<file path="src/ctk_map.svh">
// Register map, field positions, reset values and timing counts of the touch controller
// ----------------------------------------------------------------------------
// Function
// - Supply bit picks bypass chip supply or internal regulator for touch module.
// - In regulator mode a second bit picks one of two regulator levels.
// - Two-bit pin field assigns sampling capacitor function instead of port function.
// - Command 0x10 starts conversion, first discharging the capacitor automatically.
// - Automatic discharge lasts 32, 64 or 128 touch clocks per settings field.
// - Command 0x30 holds discharge; a later start continues the conversion.
// - Command 0x00 aborts any conversion in progress.
// - After discharge, charge one step per touch clock and count those clocks.
// - Charging and counting stop by themselves when threshold is reached.
// - Charging stopped is shown in bit 3 of the interrupt request register.
// - Three-bit settings field selects threshold 0.8 down to 0.2 of supply.
// - Final count readable through high byte and low byte registers.
// - Counter overflow sets overflow flag and counting continues from zero.
// ----------------------------------------------------------------------------
`ifndef CTK_MAP_SVH
`define CTK_MAP_SVH

`define CTK_ADDR_W       6
`define CTK_OFF_PWR      6'h00
`define CTK_OFF_MISC     6'h04
`define CTK_OFF_PAD      6'h08
`define CTK_OFF_CMD      6'h0c
`define CTK_OFF_SET      6'h10
`define CTK_OFF_IRQ      6'h14
`define CTK_OFF_CNTH     6'h18
`define CTK_OFF_CNTL     6'h1c
`define CTK_OFF_MASK     6'h20

`define CTK_PWR_BYPASS   2
`define CTK_PWR_LEVEL    3
`define CTK_IRQ_DONE     3
`define CTK_IRQ_OVF      6
`define CTK_IRQ_BITS     8'h48

`define CTK_CMD_ABORT    8'h00
`define CTK_CMD_START    8'h10
`define CTK_CMD_HOLD     8'h30

`define CTK_PAD_W        13
`define CTK_PAD_RST      13'h0000
`define CTK_SET_RST      5'h00
`define CTK_DIS_BASE     8'h20

`define CTK_TICK_DIV     4'h4
`endif

</file>
<file path="src/ctk_pkg.sv">
// Types shared by the touch controller
package ctk_pkg;
  typedef enum logic [1:0] {
    CTK_IDLE = 2'b00,
    CTK_DIS  = 2'b01,
    CTK_CHG  = 2'b11,
    CTK_HOLD = 2'b10
  } ctk_state_t;
endpackage

</file>
<file path="src/ctk_top.sv">
// Capacitive touch controller with Avalon-MM register slave
//
// The register offsets and the Avalon-MM slave port were left to the implementer.
`timescale 1ns/1ps
`default_nettype none
`include "ctk_map.svh"

module ctk_top (
  input  wire logic                    core_clk_i,
  input  wire logic                    rst_n_i,
  input  wire logic [`CTK_ADDR_W-1:0]  avs_address_i,
  input  wire logic                    avs_read_i,
  input  wire logic                    avs_write_i,
  input  wire logic [31:0]             avs_writedata_i,
  input  wire logic [3:0]              avs_byteenable_i,
  output logic [31:0]                  avs_readdata_o,
  output logic                         avs_waitrequest_o,
  input  wire logic                    thr_reached_i,
  output logic                         regulator_mode_o,
  output logic                         regulator_level_o,
  output logic [1:0]                   cs_pin_sel_o,
  output logic [`CTK_PAD_W-1:0]        touch_pad_select_o,
  output logic [2:0]                   threshold_sel_o,
  output logic                         discharge_o,
  output logic                         charge_o,
  output logic                         irq_o
);
  import ctk_pkg::*;

  // ----------------------------------------------------------------------------
  // Helpers
  // ----------------------------------------------------------------------------
  // Discharge length in touch clocks; both upper codes give the longest
  function automatic logic [7:0] dis_len(input logic [1:0] sel);
    logic [7:0] len;
    len = `CTK_DIS_BASE;
    if (sel == 2'd1) begin
      len = `CTK_DIS_BASE << 1;
    end else if (sel[1]) begin
      len = `CTK_DIS_BASE << 2;
    end
    return len;
  endfunction

  function automatic logic hit(input logic [`CTK_ADDR_W-1:0] a, input logic [`CTK_ADDR_W-1:0] off);
    return a == off;
  endfunction

  // ----------------------------------------------------------------------------
  // Bus handshake
  // ----------------------------------------------------------------------------
  logic        wait_ff;
  logic        nxt_wait;
  logic [31:0] rdata_ff;
  logic [31:0] nxt_rdata;
  logic        acc_wr;
  logic        acc_rd;
  logic        be0;

  // Every access takes one wait state; read data is captured while waitrequest is high
  assign acc_wr = avs_write_i & ~wait_ff;
  assign acc_rd = avs_read_i & ~wait_ff;
  assign be0    = avs_byteenable_i[0];

  // ----------------------------------------------------------------------------
  // Registers
  // ----------------------------------------------------------------------------
  logic [7:0]            pwr_ff;
  logic [7:0]            nxt_pwr;
  logic [1:0]            misc_ff;
  logic [1:0]            nxt_misc;
  logic [`CTK_PAD_W-1:0] pad_ff;
  logic [`CTK_PAD_W-1:0] nxt_pad;
  logic [4:0]            set_ff;
  logic [4:0]            nxt_set;
  logic [7:0]            irq_ff;
  logic [7:0]            nxt_irq;
  logic [7:0]            mask_ff;
  logic [7:0]            nxt_mask;
  logic                  irq_out_ff;
  logic                  nxt_irq_out;

  // ----------------------------------------------------------------------------
  // Conversion state
  // ----------------------------------------------------------------------------
  ctk_state_t  state_ff;
  ctk_state_t  nxt_state;
  logic [3:0]  div_ff;
  logic [3:0]  nxt_div;
  logic [7:0]  dis_ff;
  logic [7:0]  nxt_dis;
  logic [15:0] cnt_ff;
  logic [15:0] nxt_cnt;
  logic        tick;
  logic        cmd_wr;
  logic        set_done;
  logic        set_ovf;

  assign tick   = div_ff == `CTK_TICK_DIV - 4'h1;
  assign cmd_wr = acc_wr & be0 & hit(avs_address_i, `CTK_OFF_CMD);

  always_comb begin
    nxt_wait = ~(avs_read_i | avs_write_i) | ~wait_ff;
    nxt_rdata = 32'h0000_0000;
    if (avs_read_i & wait_ff) begin
      case (avs_address_i)
        `CTK_OFF_PWR:  nxt_rdata[7:0] = pwr_ff;
        `CTK_OFF_MISC: nxt_rdata[2:1] = misc_ff;
        `CTK_OFF_PAD:  nxt_rdata[`CTK_PAD_W-1:0] = pad_ff;
        `CTK_OFF_SET:  nxt_rdata[4:0] = set_ff;
        `CTK_OFF_IRQ:  nxt_rdata[7:0] = irq_ff;
        `CTK_OFF_CNTH: nxt_rdata[7:0] = cnt_ff[15:8];
        `CTK_OFF_CNTL: nxt_rdata[7:0] = cnt_ff[7:0];
        `CTK_OFF_MASK: nxt_rdata[7:0] = mask_ff;
        default:       nxt_rdata = 32'h0000_0000;
      endcase
    end else if (~wait_ff) begin
      nxt_rdata = rdata_ff;
    end
  end

  always_comb begin
    nxt_pwr  = pwr_ff;
    nxt_misc = misc_ff;
    nxt_pad  = pad_ff;
    nxt_set  = set_ff;
    nxt_mask = mask_ff;
    nxt_irq  = irq_ff;
    if (acc_wr & be0) begin
      if (hit(avs_address_i, `CTK_OFF_PWR)) begin
        nxt_pwr = avs_writedata_i[7:0];
      end
      if (hit(avs_address_i, `CTK_OFF_MISC)) begin
        nxt_misc = avs_writedata_i[2:1];
      end
      if (hit(avs_address_i, `CTK_OFF_SET)) begin
        nxt_set = avs_writedata_i[4:0];
      end
      if (hit(avs_address_i, `CTK_OFF_MASK)) begin
        nxt_mask = avs_writedata_i[7:0] & `CTK_IRQ_BITS;
      end
      if (hit(avs_address_i, `CTK_OFF_IRQ)) begin
        nxt_irq = irq_ff & avs_writedata_i[7:0];
      end
      if (hit(avs_address_i, `CTK_OFF_PAD)) begin
        nxt_pad[7:0] = avs_writedata_i[7:0];
      end
    end
    if (acc_wr & avs_byteenable_i[1] & hit(avs_address_i, `CTK_OFF_PAD)) begin
      nxt_pad[`CTK_PAD_W-1:8] = avs_writedata_i[`CTK_PAD_W-1:8];
    end
    // Clear only what the read returned, so an event landing in the wait state survives
    if (acc_rd & hit(avs_address_i, `CTK_OFF_IRQ)) begin
      nxt_irq = irq_ff & ~rdata_ff[7:0];
    end
    if (cmd_wr & (avs_writedata_i[7:0] == `CTK_CMD_START)) begin
      nxt_irq[`CTK_IRQ_DONE] = 1'b0;
    end
    if (set_done) begin
      nxt_irq[`CTK_IRQ_DONE] = 1'b1;
    end
    if (set_ovf) begin
      nxt_irq[`CTK_IRQ_OVF] = 1'b1;
    end
    nxt_irq_out = |(nxt_irq & mask_ff);
  end

  // ----------------------------------------------------------------------------
  // Conversion sequencer
  // ----------------------------------------------------------------------------
  always_comb begin
    nxt_state = state_ff;
    nxt_dis   = dis_ff;
    nxt_cnt   = cnt_ff;
    nxt_div   = tick ? 4'h0 : div_ff + 4'h1;
    set_done  = 1'b0;
    set_ovf   = 1'b0;
    case (state_ff)
      CTK_DIS: begin
        if (tick) begin
          nxt_dis = dis_ff - 8'h01;
          if (dis_ff == 8'h01) begin
            nxt_state = CTK_CHG;
          end
        end
      end
      CTK_CHG: begin
        if (tick) begin
          nxt_cnt = cnt_ff + 16'h0001;
          set_ovf = cnt_ff == 16'hffff;
        end
        // A touch clock tick in the same cycle as the threshold is seen still counts
        if (thr_reached_i) begin
          nxt_state = CTK_IDLE;
          set_done  = 1'b1;
        end
      end
      CTK_HOLD: nxt_state = CTK_HOLD;
      CTK_IDLE: nxt_state = CTK_IDLE;
      default:  nxt_state = CTK_IDLE;
    endcase
    if (cmd_wr) begin
      case (avs_writedata_i[7:0])
        `CTK_CMD_START: begin
          nxt_cnt  = 16'h0000;
          nxt_div  = 4'h0;
          set_done = 1'b0;
          set_ovf  = 1'b0;
          if (state_ff == CTK_HOLD) begin
            nxt_state = CTK_CHG;
          end else begin
            nxt_state = CTK_DIS;
            nxt_dis   = dis_len(set_ff[1:0]);
          end
        end
        `CTK_CMD_HOLD: begin
          nxt_state = CTK_HOLD;
          set_done  = 1'b0;
          set_ovf   = 1'b0;
        end
        `CTK_CMD_ABORT: begin
          nxt_state = CTK_IDLE;
          set_done  = 1'b0;
          set_ovf   = 1'b0;
        end
        default: nxt_state = nxt_state;
      endcase
    end
  end

  // ----------------------------------------------------------------------------
  // Phase outputs
  // ----------------------------------------------------------------------------
  logic dis_out_ff;
  logic nxt_dis_out;
  logic chg_out_ff;
  logic nxt_chg_out;

  // Decoded from the next state so the pins switch together with the state
  always_comb begin
    nxt_dis_out = (nxt_state == CTK_DIS) || (nxt_state == CTK_HOLD);
    nxt_chg_out = nxt_state == CTK_CHG;
  end

  always_ff @(posedge core_clk_i or negedge rst_n_i) begin
    if (!rst_n_i) begin
      dis_out_ff <= 1'b0;
      chg_out_ff <= 1'b0;
    end else begin
      dis_out_ff <= nxt_dis_out;
      chg_out_ff <= nxt_chg_out;
    end
  end

  // ----------------------------------------------------------------------------
  // State registers
  // ----------------------------------------------------------------------------
  always_ff @(posedge core_clk_i or negedge rst_n_i) begin
    if (!rst_n_i) begin
      wait_ff    <= 1'b1;
      rdata_ff   <= 32'h0000_0000;
      pwr_ff     <= 8'h00;
      misc_ff    <= 2'h0;
      pad_ff     <= `CTK_PAD_RST;
      set_ff     <= `CTK_SET_RST;
      irq_ff     <= 8'h00;
      mask_ff    <= 8'h00;
      irq_out_ff <= 1'b0;
      state_ff   <= CTK_IDLE;
      div_ff     <= 4'h0;
      dis_ff     <= 8'h00;
      cnt_ff     <= 16'h0000;
    end else begin
      wait_ff    <= nxt_wait;
      rdata_ff   <= nxt_rdata;
      pwr_ff     <= nxt_pwr;
      misc_ff    <= nxt_misc;
      pad_ff     <= nxt_pad;
      set_ff     <= nxt_set;
      irq_ff     <= nxt_irq;
      mask_ff    <= nxt_mask;
      irq_out_ff <= nxt_irq_out;
      state_ff   <= nxt_state;
      div_ff     <= nxt_div;
      dis_ff     <= nxt_dis;
      cnt_ff     <= nxt_cnt;
    end
  end

  // ----------------------------------------------------------------------------
  // Outputs
  // ----------------------------------------------------------------------------
  assign avs_readdata_o     = rdata_ff;
  assign avs_waitrequest_o  = wait_ff;
  assign regulator_mode_o   = pwr_ff[`CTK_PWR_BYPASS];
  assign regulator_level_o  = pwr_ff[`CTK_PWR_LEVEL];
  assign cs_pin_sel_o       = misc_ff;
  assign touch_pad_select_o = pad_ff;
  assign threshold_sel_o    = set_ff[4:2];
  assign discharge_o        = dis_out_ff;
  assign charge_o           = chg_out_ff;
  assign irq_o              = irq_out_ff;

endmodule
`default_nettype wire

</file>
<file path="config.mk">
export PLATFORM = sky130hd
export DESIGN_NAME = ctk_top
export DESIGN_NICKNAME = d
export VERILOG_FILES = /design/src/ctk_pkg.sv /design/src/ctk_top.sv
export VERILOG_INCLUDE_DIRS = /design/src /design/src/src
export SDC_FILE = /design/constraint.sdc
export NUM_CORES = 1
export LEC_CHECK = 0
export BUFFER_PORTS_ARGS = -buffer_cell sky130_fd_sc_hd__buf_2
export CAP_MARGIN = 20
export CORE_AREA = 3 3 95 97
export CTS_CLUSTER_DIAMETER = 120
export DETAILED_ROUTE_END_ITERATION = 12
export DIE_AREA = 0 0 98 100
export PLACE_DENSITY = 0.78
export RECOVER_POWER = 25
export SYNTH_ARGS = -nofsm -noshare
export SYNTH_HDL_FRONTEND = slang
export SYNTH_SLANG_ARGS = --single-unit
</file>
<file path="constraint.sdc">
create_clock -name core_clk_i -period 2.22 [get_ports core_clk_i]
set_input_delay 0.111 -clock core_clk_i [delete_from_list [all_inputs] [get_ports core_clk_i]]
set_output_delay 0.111 -clock core_clk_i [all_outputs]
set_load 0.005 [all_outputs]
</file>
==> metrics.yaml <==
global_routing:
  grt_max_degree: 48
  grt_antenna_before_repair: 0
  grt_pass1_wl_um: 16610
  grtUsageMet2_pct: 35.39
  grt_pass1_vias: 3377
  grt.overflow.total: 0
  grt.busiest_layer: "met2"
  gr-usage-met3_pct: 4.587
  use_met1_pct: 27.84
  grt.total_usage_pct: 21.33
clock_tree:
  numCtsBuffers: 9
  insertion_delay_ns: 0.36
  cts_buffer_depth: 2
  postCtsResizedCells: 0
  clkTransAtPathRegs_ns: 0.09
  cts.sinks: 85
  postCtsSetupRepairBufs: 0
  cts_tree: "built"
  clockRootBuffer: "clkbuf_8"
  h-tree-depth: 3
timing:
  finalCritPeriodShare_pct: 90.44
  tns_ns: 0
  fmax_mhz: 498.1
  fin_skew_ns: 0.01116
  hold_violations: 0
  slew_violations: 0
  finalSetupViolCount: 0
  tightestPinTransition_ns: 1.192
  slew_headroom_pct: 20.56
  period_minus_slack_ns: 2.008
  rsz0062_at_grt: "no"
  holdWs_ns: 0.07453
synthesis:
  ys_ff_latch: 85
  synth-async-reset-ratio_pct: 100.0
  synth_ff_type: "dfrtp_1"
  yosysTopAreaCell: "dfrtp_1"
  synth-edff-count: 0
  avgSynthCellArea_um2: 10.80
  seq_area_frac_synth_pct: 48.28
  synth_area_um2: 4408
  synthCells: 408
  synth_area_leaders: "dfrtp_1, mux2_2, buf_4"
  yosys_warnings: 0
  yosysTopAreaCellShare_pct: 47.69
  synthDistinctLibCells: 55
floorplan:
  start_util_pct: 53.65
  io_pins: 103
  dieArea_um2: 9800
  fp.coreArea_um2: 8217
  die_w_um: 98
  chipHeight_um: 100
  rows: 33
drt:
  via_per_inst: 5.691
  firstDrtPassIters: 5
  vias: 3386
  drt_wl_total_um: 10190
  drt_iter0_drc: 174
  drc: 0
  drtAntennaViolNets: 0
  wl_per_cell_um: 17.12
worst_setup_path:
  cp.required_ns: 2.47
  reg2reg_from: "avs_waitrequest_o$_DFF_PN1_"
  r2r_setup_slack_ns: 0.21
  crit_arrival_ns: 2.26
  cpMaxStageDelayCell: "dfstp_2"
  reg2reg_to: "discharge_o$_DFF_PN0_"
  critical_path.cell_chain: "and3b_1, nand4_2, o21ai_0, a21oi_1, or2_2, ha_1"
  critPathKind: "reg2reg"
  critPathMaxFanout: 7
  cpPeakStageDelay_ns: 0.37
  cp-end-kind: "flip-flop"
  startpoint_type: "flip-flop"
  r2r_cells: 6
place:
  dpl_cell_area_um2: 4831
  io_buffer_count: 62
  gp_congestion: 0.9116
  post-dp-hpwl_um: 7516
layout:
  diodes: 0
  layout_commonest_cell: "dfrtp_1"
  layout.nets: 537
  final_layout_size_suffix_gt1_share_pct: 30.20
  layout_common_cells: "dfrtp_1, buf_2, mux2_2"
  area_growth_pct: 14.90
  fin_area_um2: 5065
min_path:
  worstHoldStart: "avs_read_i"
  min_to: "avs_waitrequest_o$_DFF_PN1_"
  hold_path.class: "in2reg"
  min_path_cells: 2
power:
  p_leak_nw: 2.305
  peakVddDrop_mv: 0.2523
  power.density_nw_per_um2: 558.1
outcome:
  status: "complete, no violations"
run:
  cap_violations: 0
cells by family (layout without fill, tap and decap cells):
logic type | count (synthesis) | count (layout) | share of synthesized area (%)
mux | 47 | 47 | 12.86
xor+xnor | 19 | 19 | 3.775
other cells | 1 | 19 | 0.08507
flops | 85 | 85 | 48.28
simple gates | 127 | 127 | 16.35
compound gates | 66 | 66 | 10.25
fa+ha+maj | 5 | 5 | 1.419
buf+inv | 58 | 122 | 6.983
flip-flops by register name, indices dropped and copies added, names as in the netlist:
register	flops
state_ff	2
mask_ff	2
charge_o	1
discharge_o	1
cs_pin_sel_o	2
avs_waitrequest_o	1
set_ff	5
div_ff	4
irq_o	1
touch_pad_select_o	13
irq_ff	8
cnt_ff	16
dis_ff	8
avs_readdata_o	13
pwr_ff	8
routing by layer:
metal	vias to the layer above	share of wire (%)
met1	1698	44
met5	-	0
met2	95	49
li1	1575	-
met3	18	4.9
met4	0	1.9
layout make-up:
type | instances | area [um^2]
clock buffers | 11 | 141.4
clock inverters | 5 | 27.53
fillers | 685 | 3152
inverters | 19 | 71.32
multi-input cells | 283 | 2039
flip-flops and latches | 85 | 2128
well taps | 105 | 131.4
repair buffers | 87 | 525.5
cells in the mapped netlist (all sizes together) (7+ instances only):
cell and count:
nand2 25, clkbuf 10, inv 19, nand3 14, o21ai 22, mux2 37, xnor2 7, o22ai 10
nor3 7, nor2b 8, nand4 7, xor2 12, nor2 31, buf 29, dfrtp 84, a21oi 7
worst max-delay path: cells and delay by family (launching register included):
| kind | cells | cell delay (ns) |
|---|---|---|
| compound gates | 2 | 0.36 |
| simple gates | 3 | 0.89 |
| fa+ha+maj | 1 | 0.29 |
| flops | 1 | 0.37 |
stage by stage:
step / util, % / total power (W) / instances / worst slack [ns]
2_1_floorplan: - / 0.001779 / 426 / 0.2518
3_3_place_gp: 58.79 / 0.001875 / 572 / 0.2010
3_5_place_dp: 58.79 / 0.001884 / 572 / 0.1550
4_1_cts: 61.70 / 0.002845 / 595 / 0.2153
5_1_grt: 61.64 / 0.002935 / 595 / 0.09336
6_report: 61.64 / 0.002827 / 595 / 0.2123
report_power, final:
| part | internal [W] | switching (W) | total [W] |
|---|---|---|---|
| Clock | 0.000430 | 0.000535 | 0.000965 |
| Sequential | 0.00158 | 0.0000229 | 0.00160 |
| Combinational | 0.000107 | 0.000151 | 0.000258 |
| Total | 0.00212 | 0.000709 | 0.00283 |
worst max path at each step:
stage                                      startpoint                     to  slack (ns)  cells past startpoint
after floorplan           avs_waitrequest_o$_DFF_PN1_  discharge_o$_DFF_PN0_        0.25                      7
after global placement             avs_writedata_i[1]  discharge_o$_DFF_PN0_        0.20                      7
after detailed placement           avs_writedata_i[1]  discharge_o$_DFF_PN0_        0.15                      7
after CTS                 avs_waitrequest_o$_DFF_PN1_  discharge_o$_DFF_PN0_        0.22                      6
after global routing      avs_waitrequest_o$_DFF_PN1_  discharge_o$_DFF_PN0_        0.09                      6
final                     avs_waitrequest_o$_DFF_PN1_  discharge_o$_DFF_PN0_        0.21                      6
timing repair:
item                                    in CTS  in global routing
endpoints found under the hold margin       52                  0
hold buffers                                 7                  0
endpoints found under the setup margin       0                  0
(Power assumes the default switching activity.)
